File: config.mk
export PLATFORM = sky130hd
export DESIGN_NAME = whp_port
export DESIGN_NICKNAME = d
export VERILOG_FILES = /design/src/rtl/whp_pkg.sv /design/src/rtl/whp_port.sv
export VERILOG_INCLUDE_DIRS = /design/src /design/src/rtl
export SDC_FILE = /design/constraint.sdc
export NUM_CORES = 1
export LEC_CHECK = 0
export ABC_CLOCK_PERIOD_IN_PS = 2250
export BUFFER_PORTS_ARGS = -buffer_cell sky130_fd_sc_hd__buf_4
export CAP_MARGIN = 10
export CORE_MARGIN = 4
export CORE_UTILIZATION = 35
export DETAILED_ROUTE_END_ITERATION = 6
export GPL_TIMING_DRIVEN = 0
export SYNTH_ARGS = -nofsm -noshare
export SYNTH_HDL_FRONTEND = slang
export SYNTH_SLANG_ARGS = --single-unit
File: constraint.sdc
create_clock -name mclk_i -period 2.25 [get_ports mclk_i]
set_input_delay 0.45 -clock mclk_i [delete_from_list [all_inputs] [get_ports mclk_i]]
set_output_delay 0.45 -clock mclk_i [all_outputs]
set_load 0.01 [all_outputs]
File: src/rtl/whp_consts.svh
// Constants of the wide host memory port
`ifndef WHP_CONSTS_SVH
`define WHP_CONSTS_SVH
`define WHP_ADDR_W 18
`define WHP_DATA_W 16
`define WHP_MEM_WORDS 262144
`define WHP_CTL_H2D 0
`define WHP_CTL_D2H 1
`define WHP_CTL_XADR 2
`define WHP_CTL_PFEN 3
`define WHP_SEL_CTL 2'h0
`define WHP_SEL_DINC 2'h1
`define WHP_SEL_ADDR 2'h2
`define WHP_SEL_DATA 2'h3
`define WHP_HI_BITS 2
`endif

File: src/rtl/whp_pkg.sv
// Types of the wide host memory port
`include "whp_consts.svh"
package whp_pkg;
   typedef enum logic [1:0] {ST_IDLE, ST_WAIT, ST_PREF, ST_DONE} whp_state_t;
   typedef struct packed {
      logic cs_n;
      logic ds_n;
      logic rw;
      logic [1:0] sel;
      logic [`WHP_ADDR_W-1:0] addr;
      logic [`WHP_DATA_W-1:0] data;
   } whp_host_in_t;
   typedef struct packed {
      logic req;
      logic we;
      logic prio;
      logic [`WHP_ADDR_W-1:0] addr;
      logic [`WHP_DATA_W-1:0] wdata;
   } whp_dma_req_t;
   typedef struct packed {
      logic ack;
      logic [`WHP_DATA_W-1:0] rdata;
   } whp_dma_rsp_t;
   typedef struct packed {
      whp_state_t st;
      whp_host_in_t pin;
      logic act_d;
      logic rd;
      logic inc;
      logic [`WHP_ADDR_W-1:0] addr;
      logic h2d;
      logic d2h;
      logic xadr;
      logic pfen;
      logic pf_valid;
      logic [`WHP_DATA_W-1:0] pf_data;
      logic rdy;
      logic doe;
      logic [`WHP_DATA_W-1:0] dout;
      whp_dma_req_t dma;
   } whp_st_t;
endpackage

File: src/rtl/whp_port.sv
// Wide host memory port: host pins to DMA memory requests
`timescale 1ns/1ps
`include "whp_consts.svh"

module whp_port #(
   parameter bit DUAL_PART = 1'b0,
   parameter int MEM_WORDS = `WHP_MEM_WORDS
) (
   input wire logic mclk_i,
   input wire logic resetn_i,
   input wire whp_pkg::whp_host_in_t host_i,
   input wire logic addr_data_mux_select_i,
   input wire logic wide_port_select_i,
   output logic [`WHP_DATA_W-1:0] host_data_o,
   output logic host_data_oe_o,
   output logic host_wait_ready_o,
   output logic host_int_o,
   output whp_pkg::whp_dma_req_t dma_req_o,
   input wire whp_pkg::whp_dma_rsp_t dma_rsp_i,
   input wire logic dsp_ctl_we_i,
   input wire logic [`WHP_DATA_W-1:0] dsp_ctl_wdata_i,
   output logic [`WHP_DATA_W-1:0] dsp_ctl_o,
   output logic dsp_int_o
);
   import whp_pkg::*;

   // ----------------------------------------
   // Helpers
   // ----------------------------------------
   function automatic logic [`WHP_DATA_W-1:0] ctl_word(input whp_st_t s);
      logic [`WHP_DATA_W-1:0] w;
      w = '0;
      w[`WHP_CTL_H2D] = s.h2d;
      w[`WHP_CTL_D2H] = s.d2h;
      w[`WHP_CTL_XADR] = s.xadr;
      w[`WHP_CTL_PFEN] = s.pfen;
      return w;
   endfunction

   function automatic logic in_mem(input logic [`WHP_ADDR_W-1:0] a);
      return ({14'h0000, a} < 32'(MEM_WORDS));
   endfunction

   whp_st_t st_reg;
   whp_st_t st_next;
   logic en;
   logic mux;
   logic act;
   logic start;
   logic [`WHP_ADDR_W-1:0] acc_addr;

   // ----------------------------------------
   // Pin decode
   // ----------------------------------------
   // On a dual part, without the select the port ignores the host entirely
   assign en = !DUAL_PART || wide_port_select_i;
   // Dual parts have no mode pin, so the mode input is ignored there
   assign mux = !DUAL_PART && addr_data_mux_select_i;
   assign act = en && !st_reg.pin.cs_n && !st_reg.pin.ds_n;
   assign start = act && !st_reg.act_d;
   // Separate mode takes the address pins, else the held register
   assign acc_addr = mux ? st_reg.addr : st_reg.pin.addr;

   // ----------------------------------------
   // Next state
   // ----------------------------------------
   always_comb begin
      st_next = st_reg;
      // One capture stage retimes the host pins to the core clock
      st_next.pin = host_i;
      // Clear first, then set, so a same-cycle event survives
      if (dsp_ctl_we_i && dsp_ctl_wdata_i[`WHP_CTL_H2D]) begin
         st_next.h2d = 1'b0;
      end
      if (dsp_ctl_we_i && dsp_ctl_wdata_i[`WHP_CTL_D2H]) begin
         st_next.d2h = 1'b1;
      end
      unique case (st_reg.st)
         ST_IDLE: begin
            st_next.act_d = act;
            if (start) begin
               st_next.rd = st_reg.pin.rw;
               st_next.st = ST_DONE;
               if (mux && st_reg.pin.sel == `WHP_SEL_CTL) begin
                  // Only reached in multiplexed mode
                  if (st_reg.pin.rw) begin
                     st_next.dout = ctl_word(st_reg);
                     st_next.doe = 1'b1;
                  end else begin
                     if (st_reg.pin.data[`WHP_CTL_D2H]) begin
                        st_next.d2h = dsp_ctl_we_i && dsp_ctl_wdata_i[`WHP_CTL_D2H];
                     end
                     if (st_reg.pin.data[`WHP_CTL_H2D]) begin
                        st_next.h2d = 1'b1;
                     end
                     st_next.xadr = st_reg.pin.data[`WHP_CTL_XADR];
                     st_next.pfen = st_reg.pin.data[`WHP_CTL_PFEN];
                  end
               end else if (mux && st_reg.pin.sel == `WHP_SEL_ADDR) begin
                  if (st_reg.pin.rw) begin
                     st_next.doe = 1'b1;
                     st_next.dout = st_reg.xadr ?
                        {14'h0000, st_reg.addr[`WHP_ADDR_W-1 -: `WHP_HI_BITS]} :
                        st_reg.addr[`WHP_DATA_W-1:0];
                  end else begin
                     // Data lines carry the address in this phase
                     if (st_reg.xadr) begin
                        st_next.addr[`WHP_ADDR_W-1 -: `WHP_HI_BITS] =
                           st_reg.pin.data[`WHP_HI_BITS-1:0];
                     end else begin
                        st_next.addr[`WHP_DATA_W-1:0] = st_reg.pin.data;
                     end
                     st_next.pf_valid = 1'b0;
                     if (st_reg.pfen) begin
                        // Prefetch hides DMA latency on the next read
                        st_next.st = ST_PREF;
                        st_next.rdy = 1'b0;
                        st_next.act_d = 1'b1;
                        st_next.dma.req = 1'b1;
                        st_next.dma.we = 1'b0;
                        st_next.dma.prio = 1'b1;
                        st_next.dma.addr = st_reg.xadr ?
                           {st_reg.pin.data[`WHP_HI_BITS-1:0],
                            st_reg.addr[`WHP_DATA_W-1:0]} :
                           {st_reg.addr[`WHP_ADDR_W-1 -: `WHP_HI_BITS],
                            st_reg.pin.data};
                     end
                  end
               end else begin
                  st_next.inc = mux && st_reg.pin.sel == `WHP_SEL_DINC;
                  if (!in_mem(acc_addr)) begin
                     // Outside memory: answered at once, reads give zero
                     st_next.dout = '0;
                     st_next.doe = st_reg.pin.rw;
                  end else if (mux && st_reg.pin.rw && st_reg.pf_valid) begin
                     st_next.dout = st_reg.pf_data;
                     st_next.doe = 1'b1;
                     st_next.pf_valid = 1'b0;
                     if (st_next.inc) begin
                        st_next.addr = st_reg.addr + 18'h00001;
                     end
                  end else begin
                     st_next.st = ST_WAIT;
                     st_next.rdy = 1'b0;
                     st_next.pf_valid = 1'b0;
                     st_next.dma.req = 1'b1;
                     st_next.dma.we = !st_reg.pin.rw;
                     st_next.dma.prio = 1'b1;
                     st_next.dma.addr = acc_addr;
                     st_next.dma.wdata = st_reg.pin.data;
                  end
               end
            end
         end
         ST_WAIT: begin
            // Host keeps its strobe low meanwhile
            if (dma_rsp_i.ack) begin
               st_next.dma.req = 1'b0;
               st_next.dma.prio = 1'b0;
               st_next.rdy = 1'b1;
               st_next.st = ST_DONE;
               if (st_reg.rd) begin
                  st_next.dout = dma_rsp_i.rdata;
                  st_next.doe = 1'b1;
               end
               if (st_reg.inc) begin
                  st_next.addr = st_reg.addr + 18'h00001;
               end
            end
         end
         ST_PREF: begin
            if (dma_rsp_i.ack) begin
               st_next.dma.req = 1'b0;
               st_next.dma.prio = 1'b0;
               st_next.pf_data = dma_rsp_i.rdata;
               st_next.pf_valid = 1'b1;
               st_next.rdy = 1'b1;
               st_next.st = ST_DONE;
            end
         end
         ST_DONE: begin
            // Bus is released only once the strobe goes away
            if (!act) begin
               st_next.doe = 1'b0;
               st_next.act_d = 1'b0;
               st_next.st = ST_IDLE;
            end
         end
      endcase
      if (!en) begin
         st_next.doe = 1'b0;
      end
   end

   // ----------------------------------------
   // State register
   // ----------------------------------------
   always_ff @(posedge mclk_i or negedge resetn_i) begin
      if (!resetn_i) begin
         st_reg <= '{st: ST_IDLE, pin: '{cs_n: 1'b1, ds_n: 1'b1, rw: 1'b1,
                     sel: 2'h0, addr: '0, data: '0},
                     rdy: 1'b1, default: '0};
      end else begin
         st_reg <= st_next;
      end
   end

   // ----------------------------------------
   // Outputs
   // ----------------------------------------
   assign host_data_o = st_reg.dout;
   assign host_data_oe_o = st_reg.doe;
   assign host_wait_ready_o = st_reg.rdy;
   assign host_int_o = st_reg.d2h;
   assign dsp_int_o = st_reg.h2d;
   assign dma_req_o = st_reg.dma;
   assign dsp_ctl_o = ctl_word(st_reg);
endmodule // whp_port

### Word-level counts from Yosys, hierarchy flattened

Cells that the tools add are included.

| cells by class | value |
|---|---|
| add/sub/neg operators | 1 |
| equality and inequality tests | 26 |
| multiplexer cells | 65 |
| bitwise gates (word level) | 4 |
| reduce and logical (&&, ||, !) cells | 37 |

Operators with widths:

| operator | count |
|---|---|
| $mux W18 | 9 |
| $mux W17 | 5 |
| $mux W37 | 2 |
| $mux W55 | 1 |
| $mux W16 | 3 |
| $mux W21 | 2 |
| $mux W39 | 1 |
| $mux W19 | 2 |
| $pmux W18 S2 | 1 |
| $pmux W16 S2 | 1 |
| $ne A3 B3 Y1 const B | 9 |
| $mux W26 | 1 |
| $mux W1 | 20 |
| $ne A2 B2 Y1 const B | 10 |
| $add A18 B1 Y18 const B | 1 |
| $reduce_and A9 Y1 | 2 |
| $reduce_and A8 Y1 | 2 |
| $mux W2 | 7 |
| $reduce_and A7 Y1 | 2 |
| $mux W4 | 3 |
| $reduce_and A5 Y1 | 2 |
| $logic_and A1 B1 Y1 | 9 |
| $pmux W1 S3 | 3 |
| $reduce_and A4 Y1 | 2 |
| 15 further kinds | 33 |

| word-level totals | value |
|---|---|
| register bits | 138 |
| input bits | 77 |
| output and inout port bits | 73 |
| word-level logic and storage cells | 159 |

### Longest topological paths before layout

Gate-level depths: netlist of run 1.

| depth | value |
|---|---|
| depth in word-level cells | 8 |
| gate-level depth with buffers | 9 |

### Worst setup path after synthesis of run 1

No wires, ideal clock.

| timing path | value |
|---|---|
| path kind | reg-to-reg |
| start point | reg st_reg[136] in the netlist's numbering |
| end point | reg st_reg, in the netlist dma_req_o[10] |
| arrival time | 2.075 ns |
| path slack | 0.050 ns |
| cell stages (with the launch flop) | 9 |
| clock period less this slack | 2.200 ns |
| cells stage by stage | dfrtp_1 > inv_1 > ha_1 > clkbuf_1 > nand2_1 > or3_1 > buf_2 > buf_2 > mux2_2 |

| on the way | value |
|---|---|
| word-level cells in the longest chain between the ends | 2 |

Ends and longest elaborated chain:

| what | RTL line | source |
|---|---|---|
| start, declared | whp_port.sv:44 | `whp_st_t st_reg;` |
| start signal, assigned | whp_port.sv:200 | `st_reg <= '{st: ST_IDLE, pin: '{cs_n: 1'b1, ds_n: 1'b1, rw: 1'b1,` |
| start signal, assigned | whp_port.sv:204 | `st_reg <= st_next;` |
| $logic_not A2 Y1 | whp_port.sv:78 | `unique case (st_reg.st)` |
| $reduce_and A5 Y1 (no line) | -- |  |

Every way passes these cells.
A chain may end at the register's enable or synchronous reset.

### Final worst setup path of run 1

| timing path | value |
|---|---|
| start point | reg st_reg[135] in the netlist's numbering |
| end point | reg st_reg[76] in the netlist's numbering |

| on the way | value |
|---|---|
| word-level cells in the longest chain between the ends | 5 |

Ends and longest elaborated chain:

| what | RTL line | source |
|---|---|---|
| $logic_not A1 Y1 | whp_port.sv:59 | `assign act = en && !st_reg.pin.cs_n && !st_reg.pin.ds_n;` |
| $logic_and A1 B1 Y1 | whp_port.sv:59 |  |
| $logic_and A1 B1 Y1 | whp_port.sv:60 | `assign start = act && !st_reg.act_d;` |
| $ne A2 B2 Y1 (no line) | -- |  |
| $reduce_and A9 Y1 (no line) | -- |  |

Every way passes these cells.

==> run summary, run 1 <==
CP max FO -> 10
number of flops mapped to enable cells by yosys -> 0
status -> finished with violations
GRT Total Usage -> 16.9%
synthesized flop and latch total -> 138
die height -> 150 µm
WL final -> 18,600 µm
relative slew slack -> 47.7%
initial drt markers -> 377
TritonCTS clock tree -> yes
Setup Skew -> 6.33 ps
most frequent cells in the layout -> buf_4, dfrtp_1, nand2_1
DIE WIDTH -> 150 µm
CTS buffer count -> 17
final hold slack -> -9.64 ps
die area -> 0.0225 mm²
Worst Setup End Kind -> flop
Slowest-stage cell, CP -> o31a_1
clock-pin slew on the worst setup and hold paths -> 60 ps
Sink Count -> 138
Worst Path Required -> 2610 ps
Netlist cell types -> 56
placed cells -> 1,058
DRC Markers -> 0
worst slew pin tran -> 784 ps
Async SR Flop Fraction -> 100%
root buf cell -> clkbuf_16
routed len/inst -> 17.0 µm
Cell Rows -> 51
most common cell after layout, fill and taps aside -> buf_4
Synth Cell Area -> 0.00704 mm²
global-route wire length before repair -> 29,200 µm
max frequency -> 463 MHz
PD cells -> 1240 mW/mm²
final setup vio count -> 0
core area -> 0.0197 mm²
fin crit period -> 2160 ps
vias in the first global route -> 5,322
RSZ-0062 raised after global routing -> false
CTS Hold Buffers Added -> 0
Routed Antenna Nets -> 0
Initial Util -> 35.8%
final cell count without fillers -> 1,092
ANT cells -> 0
# Max-Cap Violations -> 0
IR Drop Worst-Case VDD -> 0.560 mV
Final #Nets -> 898
final instance area -> 0.00900 mm²
period utilization -> 96.0%
final worst slack -> 90.7 ps
Post-synth top flop -> dfrtp_1
fraction of layout cells with a size suffix above 1 -> 38.7%
area of placed instances -> 0.00836 mm²
largest net degree at the start of global routing -> 82
vias -> 5,352
clk buf depth -> 2
initial antenna violation count -> 0
Detail Placement HPWL -> 13,600 µm
IO Count -> 150
crit path DAT -> 2520 ps
Skew-Pair Late Insertion Delay -> 420 ps
pre-CTS setup slack -> -349 ps
Setup Crit Path Kind -> flop to flop
Pins Over Slew Limit -> 0
Final Hold Viols -> 1
setup TNS -> 0 ps
max FFs per register -> 79
leakage dissipation -> 4.25 nW
mean number of vias per cell -> 4.90
min-delay worst type -> input pin to asynchronous set/reset pin
crit-path max cell delay -> 400 ps
synth warn -> 0
register area share after synthesis -> 49.1%
global placement routability congestion -> 0.857
synthesized area per cell -> 10.7 µm²
P&R area growth vs syn -> 27.8%
Critical Path Source Type -> flop
drt pass-1 iters -> 5
grt total ovfl -> 0
failing checks -> hold timing
Cells after Synth -> 660
CP cell instances -> or3_4, buf_6, a211o_4, o31a_1, or3_1, nand3_1
Max H-tree Level -> 4
I/O Buffers -> 121
-- area by class of cell --
type	count	area, µm²
buffer	105	741
clock buffer	19	443
clock inverter	13	121
fill	1916	10700
inverter	11	41.3
multi-input combinational	415	2900
sequential	138	3460
tap	265	332
timing repair buffer	126	970
-- critical path: cells and delay by family (launching register included) --
kind | cells | cell delay (ps)
and+or+nand+nor | 3 | 850
DFF | 1 | 380
AOI/OAI and AO/OA | 2 | 700
buffers and inverters | 1 | 160
-- cells in the mapped netlist, types with 2 or more instances --
cell type    n  share of area (%)
a211o_1      2               0.25
clkbuf_1    23                1.2
and3_1       4               0.36
or3_1        2               0.18
inv_1       11               0.59
dfrtp_1    134                 48
nor2_1      26                1.4
nor3_1       4               0.28
o22ai_1      6               0.53
and2_1       3               0.27
nand4_1      2               0.18
a22oi_1     13                1.4
o21ai_0     54                3.8
buf_4       70                7.5
nor2b_1      2               0.18
clkbuf_8     2               0.39
a21oi_1     40                2.8
ha_1         7                1.2
a2bb2oi_1    2               0.25
dfstp_2      4                1.5
a22o_1      11                1.4
mux2_2      54                8.6
mux2i_1     37                5.3
a211oi_1     2               0.21
nand2b_1     4               0.36
nand3_1     12               0.85
o22a_1      18                2.2
a32oi_1      2               0.25
o31ai_1      5               0.53
buf_6        4               0.64
o211ai_1     2               0.21
and4_1       3               0.37
o21a_1       3               0.32
nand2_1     62                3.3
buf_2        7               0.50
a31oi_1      3               0.27
-- final timing paths --
path	startpoint	endpoint	slack, ps	cells after the start
max	st_reg[135]	st_reg[76]	90	6
min	resetn_i	st_reg[99]	-10	1
max reg2reg	st_reg[135]	st_reg[76]	90	6
min reg2reg	dma_req_o[16]	dma_req_o[16]	480	2
max in group asynchronous	resetn_i	host_wait_ready_o	1410	2
min in group mclk_i	host_i[5]	st_reg[102]	130	1
-- cells by family (layout without fill, tap and decap cells) --
| group | count (synthesis) | count (layout) | synth area share [%] |
|---|---|---|---|
| AOI/OAI and AO/OA | 173 | 173 | 16.0 |
| adders and majority gates | 7 | 7 | 1.24 |
| buffers and inverters | 118 | 274 | 10.9 |
| DFF | 138 | 138 | 49.1 |
| muxes | 91 | 91 | 13.9 |
| other | 1 | 12 | 0.0532 |
| and+or+nand+nor | 132 | 132 | 8.83 |
-- power by group --
group | internal, mW | switching [mW]
sequential | 3.29 | 0.615
combinational | 2.51 | 2.10
clock | 1.56 | 1.11
total | 7.35 | 3.82
-- metal layers --
layer | GRT usage, % | up-vias | part of all wire (%)
met1 | 23.4 | 2613 | 46
met4 | 3.75 | 0 | 0.72
met3 | 4.36 | 10 | 5.6
li1 | - | 2585 | -
met5 | 0 | - | 0
met2 | 26.7 | 144 | 48
-- what timing repair did --
action	in CTS	in global routing
pin swaps	1	1
hold endpoints to repair	0	0
resized for setup	15	11
setup buffers	1	3
endpoints found under the setup margin	67	67
-- metrics by stage --
| stage | power, mW | hold WS [ps] | util [%] |
|---|---|---|---|
| finish | 11.2 | -9.64 | 45.8 |
| floorplan | 6.89 | 154 | - |
| detailed placement | 8.49 | 454 | 42.5 |
| global route | 11.9 | 18.4 | 45.8 |
| global placement | 8.39 | 465 | 42.4 |
| CTS | 11.3 | 0.308 | 45.6 |
Power figures use the tool's default switching activity.
==> run 2: changes to the inputs <==
ABC_CLOCK_PERIOD_IN_PS = 1920   (was 2250)
CORE_MARGIN = unset   (was 4)
MAX_ROUTING_LAYER = met4   (was unset)
clock period = 1.92 ns   (was 2.25 ns; I/O delays follow)
==> run 2 against run 1 <==
Compared with the run above:
- the run ends with setup timing left
- flip-flop and latch count stayed put
- total power is 26% higher
- core utilization is 2.3 points higher
- routed wire length decreased by 1.2%
- combinational power up 32%
- largest power group unchanged
==> run summary, run 2 (same netlist as run 1, synthesis figures left out) <==
Initial Util -> 36.0% (was 35.8%)
Critical Path Source Type -> flop (unchanged)
I/O Buffers -> 121 (unchanged)
ANT cells -> 0 (unchanged)
area of placed instances -> 0.00842 mm² (was 0.00836 mm²)
Final #Nets -> 921 (was 898)
final setup vio count -> 63 (was 0)
routed len/inst -> 16.5 µm (was 17.0 µm)
WL final -> 18,400 µm (was 18,600 µm)
P&R area growth vs syn -> 33.9% (was 27.8%)
status -> finished with violations (unchanged)
die height -> 144 µm (was 150 µm)
final worst slack -> -133 ps (was 90.7 ps)
Switch Pwr -> 4.69 mW (was 3.82 mW)
switch share -> 33.4% (was 34.2%)
relative slew slack -> 45.3% (was 47.7%)
PD cells -> 1490 mW/mm² (was 1240 mW/mm²)
DRC Markers -> 0 (unchanged)
leakage dissipation -> 4.47 nW (was 4.25 nW)
vias -> 5,472 (was 5,352)
period utilization -> 107% (was 96.0%)
Sequential Power Share -> 32.7% (was 34.9%)
core area -> 0.0196 mm² (was 0.0197 mm²)
initial drt markers -> 315 (was 377)
min-delay worst type -> input pin to flop (was input pin to asynchronous set/reset pin)
Worst Setup End Kind -> flop (unchanged)
DIE WIDTH -> 144 µm (was 150 µm)
Setup Crit Path Kind -> flop to flop (unchanged)
CTS buffer count -> 17 (unchanged)
global-route wire length before repair -> 29,300 µm (was 29,200 µm)
fraction of layout cells with a size suffix above 1 -> 43.7% (was 38.7%)
Setup Skew -> 7.56 ps (was 6.33 ps)
final instance area -> 0.00943 mm² (was 0.00900 mm²)
mean number of vias per cell -> 4.91 (was 4.90)
Cell Rows -> 51 (unchanged)
crit path DAT -> 2360 ps (was 2520 ps)
Skew-Pair Late Insertion Delay -> 430 ps (was 420 ps)
TritonCTS clock tree -> yes (unchanged)
die area -> 0.0207 mm² (was 0.0225 mm²)
GRT Total Usage -> 19.5% (was 16.9%)
worst slew pin tran -> 821 ps (was 784 ps)
largest net degree at the start of global routing -> 72 (was 82)
clk buf depth -> 2 (unchanged)
Detail Placement HPWL -> 13,000 µm (was 13,600 µm)
most frequent cells in the layout -> buf_4, dfrtp_1, nand2_1 (unchanged)
IR Drop Worst-Case VDD -> 0.784 mV (was 0.560 mV)
Sink Count -> 138 (unchanged)
Gate power share -> 43.3% (was 41.2%)
CP max FO -> 10 (unchanged)
most common cell after layout, fill and taps aside -> buf_4 (unchanged)
grt total ovfl -> 0 (unchanged)
Final Hold Viols -> 0 (was 1)
Worst Path Required -> 2230 ps (was 2610 ps)
initial antenna violation count -> 0 (unchanged)
max frequency -> 487 MHz (was 463 MHz)
failing checks -> setup timing (was hold timing)
global placement routability congestion -> 0.881 (was 0.857)
drt pass-1 iters -> 5 (unchanged)
clock-pin slew on the worst setup and hold paths -> 60 ps (about the same)
Max H-tree Level -> 4 (unchanged)
vias in the first global route -> 5,492 (was 5,322)
root buf cell -> clkbuf_16 (unchanged)
Overall Power -> 14.0 mW (was 11.2 mW)
clock network fraction of total power -> 23.9% (was 23.8%)
# Max-Cap Violations -> 0 (unchanged)
max FFs per register -> 79 (unchanged)
IO Count -> 150 (unchanged)
Pins Over Slew Limit -> 0 (unchanged)
Routed Antenna Nets -> 0 (unchanged)
internal power -> 9.35 mW (was 7.35 mW)
RSZ-0062 raised after global routing -> true (was false)
fin crit period -> 2050 ps (was 2160 ps)
-- run 2: worst paths after layout --
kind / startpoint / endpoint / slack [ps] / depth (start not counted)
worst max register to register: st_reg[135] / st_reg[81] / -130 / 7
worst max-delay path: st_reg[135] / st_reg[81] / -130 / 7
max in group asynchronous: resetn_i / st_reg[134] / 630 / 3
worst min register to register: dma_req_o[17] / dma_req_o[17] / 480 / 2
worst min-delay path: host_i[25] / st_reg[122] / 60 / 1
min in group asynchronous: resetn_i / st_reg[101] / 520 / 2
-- run 2: metrics by stage --
step           instances  setup slack (ps)  setup TNS [ps]  utilization, %  hold slack, ps
2_1_floorplan        671             -72.4            -503               -            88.4
3_3_place_gp        1057              -512          -45480            42.8             466
3_5_place_dp        1058              -492          -23530            43.0             431
4_1_cts             1108              -153           -6790            47.5            40.5
5_1_grt             1114              -219          -10220            48.1            36.7
6_report            1114              -133           -3750            48.1            60.5
-- run 2: critical path: stages (launching register included) --
cell and delay, ps:
dfstp_2 380, or3_4 400, buf_8 140, a211o_4 290, o31ai_4 300, buf_6 160, buf_4 180, a21oi_1 90
-- run 2: area by class of cell --
class | instances | area [µm²]
fillers | 1865 | 10200
flip-flops and latches | 138 | 3460
multi-input cells | 415 | 3050
repair buffers | 147 | 1140
plain buffers | 107 | 788
clock buffers | 18 | 439
well taps | 265 | 332
clock inverters | 13 | 170
inverters | 11 | 45.0
-- run 2: timing repair --
| item | in CTS | in global routing |
|---|---|---|
| resized for setup | 48 | 39 |
| buffers inserted | 16 | 6 |
| endpoints found under the setup margin | 87 | 84 |
| hold buffers | 1 | 0 |
| pin swaps | 10 | 7 |
| endpoints found under the hold margin | 67 | 0 |
| cloned | 2 | 0 |
-- run 2: power by group through the flow --
stage	registers (mW)	clock network, mW	logic (mW)
after floorplan	4.37	0	3.87
after global placement	4.60	0	5.35
after detailed placement	4.63	0	5.43
after CTS	4.58	3.45	5.94
after global routing	4.74	3.57	6.64
final	4.60	3.36	6.08
-- run 2: per-layer routing --
layer,track usage (%),wire length (µm),up-vias
met5,-,0,-
met4,7.39,397,0
met3,4.27,966,27
met2,28.2,8270,179
met1,26.4,8740,2634
li1,-,-,2632
